`config.mk`:
```
export PLATFORM = sky130hd
export DESIGN_NAME = qpp_ports
export DESIGN_NICKNAME = d
export VERILOG_FILES = /design/src/qpp_pkg.sv /design/src/qpp_ports.sv
export SDC_FILE = /design/constraint.sdc
export NUM_CORES = 1
export LEC_CHECK = 0
export BUFFER_PORTS_ARGS = -buffer_cell sky130_fd_sc_hd__buf_2
export CELL_PAD_IN_SITES_DETAIL_PLACEMENT = 1
export CELL_PAD_IN_SITES_GLOBAL_PLACEMENT = 1
export CORE_UTILIZATION = 41
export CTS_CLUSTER_DIAMETER = 150
export DETAILED_ROUTE_END_ITERATION = 10
export PLACE_DENSITY = 0.84
export RECOVER_POWER = 100
export SYNTH_ARGS = -nofsm -noshare
export SYNTH_HDL_FRONTEND = slang
export SYNTH_SLANG_ARGS = --single-unit
```
`constraint.sdc`:
```
create_clock -name i_clock -period 1.75 [get_ports i_clock]
set_input_delay 0.0875 -clock i_clock [delete_from_list [all_inputs] [get_ports i_clock]]
set_output_delay 0.0875 -clock i_clock [all_outputs]
set_load 0.01 [all_outputs]
```
`src/qpp_pkg.sv`:
```
// qpp_pkg: constants and carrier types for the parallel port block.
// assumes a single 50 MHz core clock and an 8-bit cpu internal bus.
package qpp_pkg;

    // ==========================================================
    // widths and reset values
    localparam int         QPP_WIDTH      = 8;
    localparam logic [7:0] QPP_ZERO_RESET = 8'hFF;
    localparam logic [7:0] QPP_ONE_RESET  = 8'hFF;
    localparam logic [7:0] QPP_TWO_RESET  = 8'hFF;
    localparam logic [7:0] QPP_ALL_ONES   = 8'hFF;
    localparam logic [7:0] QPP_ZERO       = 8'h00;

    // ==========================================================
    // port select codes and bit positions of port one alternates
    localparam logic [1:0] QPP_SEL_ZERO   = 2'h0;
    localparam logic [1:0] QPP_SEL_ONE    = 2'h1;
    localparam logic [1:0] QPP_SEL_TWO    = 2'h2;
    localparam int         QPP_CNT_BIT    = 0;
    localparam int         QPP_TRIG_BIT   = 1;
    localparam int         QPP_SS_BIT     = 5;

    // cpu access operation
    typedef enum logic [2:0] {
        QPP_OP_NONE  = 3'h0,
        QPP_OP_WRITE = 3'h1,  // write byte to latch
        QPP_OP_RDLAT = 3'h2,  // read latch (read-modify-write source)
        QPP_OP_RDPIN = 3'h3,  // read pin
        QPP_OP_BIT   = 3'h4   // single bit move, clear or set
    } qpp_op_t;

    // cpu request carrier
    typedef struct packed {
        qpp_op_t    op;
        logic [1:0] port;
        logic [2:0] bit_idx;
        logic       bit_val;
        logic [7:0] wdata;
    } qpp_req_t;

    // external memory carrier
    typedef struct packed {
        logic       active;     // access in progress
        logic       zero_oe;    // drive low address / data on port zero
        logic [7:0] zero_out;
        logic       two_en;     // port two carries an address byte
        logic [7:0] two_out;
    } qpp_ext_t;

    // pin output carrier for one port
    typedef struct packed {
        logic [7:0] out;
        logic [7:0] oe;
    } qpp_pins_t;

    // block state
    typedef struct packed {
        logic [7:0] port_zero_latch;
        logic [7:0] port_one_latch;
        logic [7:0] port_two_latch;
        logic [7:0] zero_s1;
        logic [7:0] zero_s2;
        logic [7:0] one_s1;
        logic [7:0] one_s2;
        logic [7:0] two_s1;
        logic [7:0] two_s2;
        logic [7:0] rdata;
        logic       rvalid;
        qpp_pins_t  zero;
        qpp_pins_t  two;
        logic [7:0] two_pullup;
        logic [7:0] one_analog;
        logic       count_in;
        logic       trig_in;
        logic       ss_n_in;
        logic       three_out;
        logic       three_oe;
        logic       three_pullup;
    } qpp_state_t;

endpackage

```
`src/qpp_ports.sv`:
```
// qpp_ports: latch, pin read and output control for ports zero to two,
// and the spi data-out pin that shares port three bit three.
// assumes requests and pins synchronous to i_clock; pad logic resolves
// output enables and pull-ups into real pin levels outside this block.
`timescale 1ns/1ps

module qpp_ports
    import qpp_pkg::*;
(
    input  wire logic       i_clock,
    input  wire logic       i_resetn,
    input  wire qpp_req_t   i_req,
    input  wire qpp_ext_t   i_ext,
    input  wire logic [7:0] i_port_zero_pin,
    input  wire logic [7:0] i_port_one_pin,
    input  wire logic [7:0] i_port_two_pin,
    input  wire logic [7:0] i_two_periph_en,
    input  wire logic [7:0] i_two_periph_out,
    input  wire logic       i_spi_miso_en,
    input  wire logic       i_spi_miso_out,
    output logic [7:0]      o_rdata,
    output logic            o_rvalid,
    output qpp_pins_t       o_port_zero,
    output qpp_pins_t       o_port_two,
    output logic [7:0]      o_two_pullup,
    output logic [7:0]      o_one_analog,
    output logic            o_timer_two_count_input,
    output logic            o_timer_two_capture_trigger,
    output logic            o_spi_select_n,
    output logic            o_port_three_bit_three_out,
    output logic            o_port_three_bit_three_oe,
    output logic            o_port_three_bit_three_pullup
);

    // ==========================================================
    // helpers
    // byte of a selected port, latch or synchronised pin, used by two paths
    function automatic logic [7:0] pick(input logic [1:0] sel, input logic [7:0] a,
                                        input logic [7:0] b, input logic [7:0] c);
        case (sel)
            QPP_SEL_ZERO: pick = a;
            QPP_SEL_ONE:  pick = b;
            QPP_SEL_TWO:  pick = c;
            default:      pick = QPP_ZERO;
        endcase
    endfunction

    qpp_state_t s_q;
    qpp_state_t s_d;
    logic [7:0] cur_latch;
    logic [7:0] new_byte;
    logic       wr_any;

    // ==========================================================
    // next-state logic
    always_comb begin
        s_d       = s_q;
        cur_latch = pick(i_req.port, s_q.port_zero_latch, s_q.port_one_latch,
                         s_q.port_two_latch);
        new_byte  = i_req.wdata;
        wr_any    = 1'b0;
        // synchroniser chains: stage one feeds only stage two, so a pin
        // that moves near the edge never reaches the bus half settled
        s_d.zero_s1 = i_port_zero_pin;
        s_d.zero_s2 = s_q.zero_s1;
        s_d.one_s1  = i_port_one_pin;
        s_d.one_s2  = s_q.one_s1;
        s_d.two_s1  = i_port_two_pin;
        s_d.two_s2  = s_q.two_s1;
        s_d.rvalid  = 1'b0;

        case (i_req.op)
            QPP_OP_WRITE: begin
                wr_any = 1'b1;
            end
            QPP_OP_BIT: begin
                // whole byte read from latch, one bit changed, byte written back
                new_byte              = cur_latch;
                new_byte[i_req.bit_idx] = i_req.bit_val;
                wr_any                = 1'b1;
            end
            QPP_OP_RDLAT: begin
                s_d.rdata  = cur_latch;
                s_d.rvalid = 1'b1;
            end
            QPP_OP_RDPIN: begin
                // plain reads see the synchronised pin, never the latch
                s_d.rdata  = pick(i_req.port, s_q.zero_s2, s_q.one_s2, s_q.two_s2);
                s_d.rvalid = 1'b1;
            end
            default: begin
                wr_any = 1'b0;
            end
        endcase

        if (wr_any) begin
            case (i_req.port)
                QPP_SEL_ZERO: s_d.port_zero_latch = new_byte;
                QPP_SEL_ONE:  s_d.port_one_latch  = new_byte;
                QPP_SEL_TWO:  s_d.port_two_latch  = new_byte;
                default:      s_d.port_two_latch  = s_q.port_two_latch;
            endcase
        end
        // external access forces ones and wins over a cpu write
        if (i_ext.active) begin
            s_d.port_zero_latch = QPP_ALL_ONES;
        end

        // port zero driver: push-pull bus in memory mode, else open drain
        if (i_ext.active) begin
            s_d.zero.out = i_ext.zero_out;
            s_d.zero.oe  = i_ext.zero_oe ? QPP_ALL_ONES : QPP_ZERO;
        end else begin
            s_d.zero.out = QPP_ZERO;
            s_d.zero.oe  = ~s_d.port_zero_latch;
        end

        // port two: address bytes, peripheral or latch with pull-up
        for (int i = 0; i < QPP_WIDTH; i++) begin
            if (i_ext.two_en) begin
                s_d.two.out[i]     = i_ext.two_out[i];
                s_d.two.oe[i]      = 1'b1;
                s_d.two_pullup[i]  = 1'b0;
            end else if (i_two_periph_en[i]) begin
                s_d.two.out[i]     = i_two_periph_out[i];
                s_d.two.oe[i]      = 1'b1;
                s_d.two_pullup[i]  = 1'b0;
            end else begin
                s_d.two.out[i]     = 1'b0;
                s_d.two.oe[i]      = ~s_d.port_two_latch[i];
                s_d.two_pullup[i]  = s_d.port_two_latch[i];
            end
        end

        // spi data out on port three bit three: the same pull-up pin style
        // as the other port three pins; with the spi off the pin idles
        // released with its pull-up on, since no latch path lives here
        if (i_spi_miso_en) begin
            s_d.three_out    = i_spi_miso_out;
            s_d.three_oe     = 1'b1;
            s_d.three_pullup = 1'b0;
        end else begin
            s_d.three_out    = 1'b0;
            s_d.three_oe     = 1'b0;
            s_d.three_pullup = 1'b1;
        end

        // port one: no drivers at all, latch chooses analog or digital
        s_d.one_analog = s_d.port_one_latch;
        // digital alternates only when the bit is set to digital input;
        // an analog pin would otherwise feed mid-rail noise to the timer
        s_d.count_in = ~s_d.port_one_latch[QPP_CNT_BIT] & s_q.one_s2[QPP_CNT_BIT];
        s_d.trig_in  = ~s_d.port_one_latch[QPP_TRIG_BIT] & s_q.one_s2[QPP_TRIG_BIT];
        s_d.ss_n_in  = s_d.port_one_latch[QPP_SS_BIT] | s_q.one_s2[QPP_SS_BIT];
    end

    // ==========================================================
    // state register; pins idle released until the first edge
    always_ff @(posedge i_clock or negedge i_resetn) begin
        if (!i_resetn) begin
            s_q                 <= '0;
            s_q.port_zero_latch <= QPP_ZERO_RESET;
            s_q.port_one_latch  <= QPP_ONE_RESET;
            s_q.port_two_latch  <= QPP_TWO_RESET;
            s_q.two_pullup      <= QPP_ALL_ONES;
            s_q.one_analog      <= QPP_ALL_ONES;
            s_q.ss_n_in         <= 1'b1;
            s_q.three_pullup    <= 1'b1;
        end else begin
            s_q <= s_d;
        end
    end

    // outputs straight from the state flops
    assign o_rdata                       = s_q.rdata;
    assign o_rvalid                      = s_q.rvalid;
    assign o_port_zero                   = s_q.zero;
    assign o_port_two                    = s_q.two;
    assign o_two_pullup                  = s_q.two_pullup;
    assign o_one_analog                  = s_q.one_analog;
    assign o_timer_two_count_input       = s_q.count_in;
    assign o_timer_two_capture_trigger   = s_q.trig_in;
    assign o_spi_select_n                = s_q.ss_n_in;
    assign o_port_three_bit_three_out    = s_q.three_out;
    assign o_port_three_bit_three_oe     = s_q.three_oe;
    assign o_port_three_bit_three_pullup = s_q.three_pullup;
endmodule

```
; ---- Yosys cells after proc, flatten, opt, wreduce, memory -nomap -nowiden
; Cells that the tools add are included.
[word_totals]
register_bits = 127
out_inout_bits = 63
wordCells = 114
in_bits = 80
[op_classes]
bitwise_logic = 14
reduce_logical = 5
n_mux = 64
n_eq_ne = 6
magnitude_cmp = 2
[op_table]
columns = op, n
row1 = 1-bit two-way mux, 50
row2 = 8-bit two-way mux, 6
row3 = 8-bit one-hot mux with 3 select lines, 2
row4 = 24-bit two-way mux, 1
row5 = 9-bit one-hot mux with 2 select lines, 1
row6 = 16-bit two-way mux, 1
row7 = 1-bit inverter, 10
row8 = 8-bit bitwise mux, 1
row9 = 8-bit inverter, 1
row10 = 3-bit by 2-bit == test with 1-bit output (second input constant), 2
row11 = 3-bit by 4-bit less-than comparator with 1-bit output (second input constant), 1
row12 = 1-bit demux with 3-bit select, 1
row13 = 3-bit by 1-bit == test with 1-bit output (second input constant), 1
row14 = 3-bit == test (second input constant), 1
row15 = 3-bit by 1-bit greater-or-equal comparator with 1-bit output (second input constant), 1
row16 = 3-bit two-way mux, 1
row17 = 1-bit AND, 2
row18 = 2-bit by 1-bit == test with 1-bit output (second input constant), 1
row19 = 2-bit == test (second input constant), 1
row20 = 2-bit zero test, 1
row21 = 2-bit AND reduction, 1
row22 = 2-bit nonzero test, 1
row23 = 2-bit OR reduction, 1
row24 = 1-bit logical AND, 1
row25 = 1-bit bitwise OR, 1

; ---- Logic depth before layout (Yosys ltp)
; Gate-level depths: netlist of run 1.
[depth]
depth_word = 11
depth_mapped = 7
ltp_nobuf = 4

; ---- Worst setup path before layout of run 1
; No wires, ideal clock.
[synth_timing]
path_kind = register to register
from = reg s_q[117] (netlist bit)
to = reg s_q, in the netlist o_port_two[6]
stages_incl_launch_ff = 5
setup_ns = 0.129
path_slack_ns = 0.297
required_ns = 1.621
t_arrival_ns = 1.324
path_buffers = 0
synth_period_minus_slack_ns = 1.453
path_cell_list = dfstp_2 > mux2i_1 > o211ai_1 > a22oi_1 > a2111o_1
[synth_rtl]
columns = item, line_no
row1 = from (decl), qpp_ports.sv:48  ; qpp_state_t s_q;

==> flow_summary.toml, run 1 <==
[outcome]
status = "complete, no violations"

[power_and_ir_drop]
vdd_drop_max_uv = 907.0
total_power_w = 0.008312
p_leak_nw = 3.093
power_density_nw_per_um2 = 1160

[die]
start_util_pct = 42.29
core-area_sq_um = 12720
boundaryPins = 143
die_area_sq_um = 13580
rows = 41
dieWidth_um = 116.6
dieHeight_um = 116.6

[critical_path]
ff2ff_path_depth = 4
r2r_start = "s_q[115]"
critPathCapture = "o_port_two[4]"
cp-start-kind = "flop"
path_class = "reg -> reg"
end_kind = "flop"
worstReg2RegEnd = "o_port_two[4]"
rrSetupSlack_ns = 0.05
worstPathRequired_ns = 2.06
crit_arrival_ns = 2.01
crit_path_start = "s_q[115]"
path_max_fanout = 4

[clock_tree]
clk_latency_ns = 0.43
cts_tree = "done"
clk_pin_slew_worst_paths_ns = 0.06
cts.sinks = 127
h-tree-depth = 4
clock_path_buffers = 2
numCtsBuffers = 17
clk_root_buffer_cell = "clkbuf_16"

[synthesis]
yosys-top-cells-count = "dfrtp_1 (93), buf_4 (59), o21ai_0 (45)"
ys_ff_latch = 127
syn_inst = 458
synth_top_area_cell = "dfrtp_1"
synth_top_area_share_pct = 43.26
yosys_warnings = 0
avgSynthCellArea_sq_um = 11.75
synthFlopType = "dfrtp_1"
yosysMostFrequentCell = "dfrtp_1"
synth_nets = 538
netlist_area_sq_um = 5380
synth.distinct_cells = 43
synth_edf_count = 0
synthArstFlopShare_pct = 100.0
synth_area_leaders = "dfrtp_1 (43%), dfstp_2 (17%), buf_4 (8.2%)"
yosysSeqAreaShare_pct = 59.86

[place]
placedCellCount = 708
hpwl_mm = 9.958
placement.io_buffers = 142
gp_congestion = 0.8888

[layout]
drive_above_1_share_pct = 24.92
regArea_sq_um = 3221
stdcell_count = 811
synthToLayoutAreaGrowth_pct = 33.14
fillers = 1396
nets = 705
multiInputGateArea_sq_um = 1613

[route]
wire_per_inst_um = 20.13
vias_per_cell = 5.247
drc = 0
drt_wl_total_mm = 16.33
drt-initial-drc-count = 210
first_pass_iters = 4
num_vias = 4255
antenna_left = 0

[timing]
relSlewSlack_pct = 30.65
drv_slew = 0
hold_slack_ns = 0.05200
fmax_mhz = 588.0
fin_worst_skew_ns = 0.006699
finalHoldViolCount = 0
setup_viol = 0
post-route-period-util_pct = 97.18
layout_min_cycle_time_ns = 1.701
worstMarginPinSlew_ns = 1.040

[global_route]
grt-ovfl-total = 0
grt_pass1_wl_mm = 24.43
grt_start_max_net_pins = 41
antenna_found_initial = 0
grtUsageTotal_pct = 25.53
grt_pass1_vias = 4712

[hold_path]
hold_class = "in -> reg"

[run]
cap_violations = 0
-- cells in the final DEF (no fill, tap or decap), drive strengths merged, types with 11 or more instances in the layout --
master / Yosys / final
dfrtp: 93 / 93
clkbuf: 10 / 91
buf: 70 / 85
dlygate4sd3: 0 / 70
o21ai: 45 / 45
nand2: 38 / 38
dfstp: 34 / 34
nor2: 27 / 27
mux2i: 16 / 16
nand3b: 11 / 11
a221oi: 11 / 11
and2: 11 / 11
-- stage by stage --
step / cell area (sq um) / utilization [%] / setup slack [ns] / TNS (ns)
6_report: 7163 / 56.30 / 0.04928 / 0
5_1_grt: 7161 / 56.28 / -0.02511 / -0.05453
4_1_cts: 7243 / 56.93 / 0.09740 / 0
3_5_place_dp: 5924 / 46.57 / 0.08149 / 0
3_3_place_gp: 5924 / 46.57 / 0.1568 / 0
2_1_floorplan: 5380 / - / 0.2970 / 0
-- power breakdown --
part	switching (W)	internal, W
clock	0.00140	0.00230
combinational	0.000674	0.000477
sequential	0.000170	0.00329
total	0.00224	0.00607
-- cell type report --
type / count / area share (%)
multi-input combinational: 247 / 22.52
clock inverter: 14 / 2.498
clock buffer: 18 / 6.131
tap: 172 / 3.004
antenna: 1 / 0.03493
timing repair buffer: 228 / 20.65
sequential: 127 / 44.96
inverter: 4 / 0.2096
-- cell families (layout without fill, tap and decap cells) --
group                  Yosys count  after routing  synth area share (%)
buffers and inverters           84            264                 10.35
flip-flops                     127            127                 59.86
XOR/XNOR                         1              1                0.1628
other                            0              1                     0
multiplexers                    16             16                 2.977
AND/OR/NAND/NOR                106            106                 9.884
AO/OA/AOI/OAI                  124            124                 16.77
-- registers in the layout (all words and copies together) (netlist names), 8 cells and up --
name and count:
o_rdata 8, o_port_two 16, o_one_analog 8, o_two_pullup 8
o_port_zero 16, s_d 24, s_q 40
-- metal layers --
layer,global-route usage [%],vias up,part of all wire [%]
met4,13.08,0,3.8
li1,-,1907,-
met1,26.97,2120,37
met5,0,-,0
met3,8.718,48,6.7
met2,45.17,180,53
-- worst min path at each step --
stage	start	end	slack [ns]	cells after the start
after CTS	i_ext[17]	o_port_zero[1]	0.04	2
final	i_ext[17]	o_port_zero[1]	0.05	2
after detailed placement	i_resetn	o_port_two[1]	0.10	1
after floorplan	i_resetn	o_port_three_bit_three_oe	-0.21	0
after global placement	i_resetn	o_port_two[1]	0.09	1
after global routing	i_ext[17]	o_port_zero[1]	0.05	2
-- critical path, stage by stage (launching register included) --
cell	delay, ns
dfstp_1	0.55
mux2i_1	0.11
o211ai_1	0.27
a22oi_1	0.20
a2111o_1	0.46
-- timing repair --
action	in CTS	in global routing
gates resized for setup	0	2
setup endpoints to repair	0	2
hold endpoints to repair	95	0
buffers inserted	0	0
hold buffers	70	0
No activity file was read; power rests on OpenSTA's default activity.
==> run 2, diff against run 1 <==
--- a/config.mk
+++ b/config.mk
@@ -8,10 +8,10 @@
 export BUFFER_PORTS_ARGS = -buffer_cell sky130_fd_sc_hd__buf_2
 export CELL_PAD_IN_SITES_DETAIL_PLACEMENT = 1
 export CELL_PAD_IN_SITES_GLOBAL_PLACEMENT = 1
-export CORE_UTILIZATION = 41
+export CORE_UTILIZATION = 40
 export CTS_CLUSTER_DIAMETER = 150
 export DETAILED_ROUTE_END_ITERATION = 10
-export PLACE_DENSITY = 0.84
+export PLACE_DENSITY = 0.82
 export RECOVER_POWER = 100
 export SYNTH_ARGS = -nofsm -noshare
 export SYNTH_HDL_FRONTEND = slang
==> flow_summary.toml, run 2 (synthesized netlist as in run 1, its figures left out) <==
[outcome]
status = "complete, no violations"

[timing]
post-route-period-util_pct = 98.68
fin_worst_skew_ns = 0.01011
finalHoldViolCount = 0
setup_viol = 0
layout_min_cycle_time_ns = 1.727
worstMarginPinSlew_ns = 0.7335
fmax_mhz = 579.1
relSlewSlack_pct = 51.10
drv_slew = 0
hold_slack_ns = 0.01499
setup_ws_ns = 0.02303

[power_and_ir_drop]
p_sw_w = 0.002215
pwr-share-clk_pct = 41.7
netSwitchingFraction_pct = 28.31
p_leak_nw = 3.015
total_power_w = 0.007825
vdd_drop_max_uv = 849.0
pwr-share-seq_pct = 44.1
comb_power_share_pct = 14.2
p_int_w = 0.005610
power_density_nw_per_um2 = 1111

[die]
dieWidth_um = 118.0
boundaryPins = 143
start_util_pct = 40.79
die_area_sq_um = 13920
core-area_sq_um = 13190
rows = 42
dieHeight_um = 118.0

[layout]
fillers = 1444
regMostFlops = "s_q"
nets = 701
stdcell_count = 810
drive_above_1_share_pct = 24.61
multiInputGateArea_sq_um = 1618
final_cell_mix = "dfrtp_1 (93), clkbuf_1 (73), buf_2 (68)"
final_common_cell = "dfrtp_1"
fin_util_pct = 53.39
largest_register_ffs = 40
synthToLayoutAreaGrowth_pct = 30.88
antenna_cells = 0
regArea_sq_um = 3221

[critical_path]
end_kind = "flop"
crit_path_start = "s_q[131]"
worstReg2RegEnd = "o_port_two[4]"
path_max_fanout = 4
r2r_start = "s_q[131]"
path_class = "reg -> reg"
crit_arrival_ns = 2.01
rrSetupSlack_ns = 0.02
worstPathRequired_ns = 2.04
cp-start-kind = "flop"
ff2ff_path_depth = 4
critPathCapture = "o_port_two[4]"

[global_route]
grt_start_max_net_pins = 74
antenna_found_initial = 1
grt_pass1_vias = 4590
grtUsageTotal_pct = 22.82
grt_pass1_wl_mm = 24.05
grt-ovfl-total = 0

[clock_tree]
clk_latency_ns = 0.42
clk_pin_slew_worst_paths_ns = 0.06
clk_root_buffer_cell = "clkbuf_16"
cts_tree = "done"
numCtsBuffers = 17
h-tree-depth = 4
clock_path_buffers = 2
cts.sinks = 127

[route]
num_vias = 4194
drt-initial-drc-count = 243
first_pass_iters = 5
drt_wl_total_mm = 14.86
antenna_left = 0
wire_per_inst_um = 18.34
vias_per_cell = 5.178
drc = 0

[place]
placement.io_buffers = 142
placedCellCount = 710
dp_slack_ns = 0.06917
gp_congestion = 0.8299
hpwl_mm = 9.483

[hold_path]
min-delay-start = "i_ext[18]"
hold_class = "in -> reg"
min_path_cells = 2

[run]
cap_violations = 0
==> run 2: changes by cell type in the layout (fill, tap and decap cells not counted), sizes merged <==
cell         delta
diode           -1
clkbuf          +1
bufinv          -3
clkinvlp        +1
dlygate4sd3     -3
inv             +1
clkinv          +2
buf             -3
==> run 2: power groups by stage <==
stage | sequential [W] | clock [W] | combinational (W)
after floorplan | 0.00345 | 0 | 0.000734
after global placement | 0.00349 | 0 | 0.000968
after detailed placement | 0.00350 | 0 | 0.00101
after CTS | 0.00345 | 0.00333 | 0.00114
after global routing | 0.00348 | 0.00346 | 0.00122
final | 0.00345 | 0.00326 | 0.00111
==> run 2: worst min-delay path by stage <==
stage                     slack, ns                         to
after floorplan               -0.21  o_port_three_bit_three_oe
final                          0.01             o_port_zero[9]
after global routing           0.03             o_port_zero[9]
after global placement         0.03              o_port_two[0]
after detailed placement       0.03              o_port_two[1]
after CTS                    0.0009             o_port_zero[9]
==> run 2: metal layers <==
metal | vias to the layer above | GRT usage [%] | part of all wire (%)
li1 | 1902 | - | -
met3 | 30 | 4.990 | 5.2
met4 | 2 | 11.30 | 2.7
met2 | 142 | 40.18 | 53
met5 | - | 0 | 0.088
met1 | 2118 | 26.07 | 39
==> run 2: metrics by stage <==
stage,area (sq um),setup TNS (ns)
final,7042,0
after global routing,7042,-0.03041
after CTS,7124,0
after detailed placement,5902,0
after global placement,5902,0
after floorplan,5380,0
==> run 2: cell type report <==
class | instances | area share, %
tap | 176 | 3.127
timing repair buffer | 224 | 20.11
clock inverter | 15 | 1.795
multi-input combinational | 247 | 22.97
sequential | 127 | 45.74
inverter | 4 | 0.2132
clock buffer | 17 | 6.041
==> run 2: critical path, stage by stage (launching register included) <==
cell and delay (ns):
dfstp_2 0.55, mux2i_1 0.10, o211ai_1 0.33, a22oi_2 0.15, a2111o_1 0.47
==> run 2: timing repair <==
action,CTS,global route
hold buffers,67,0
setup buffers,0,1
endpoints found under the setup margin,0,3
endpoints found under the hold margin,84,0
gates resized for setup,0,3
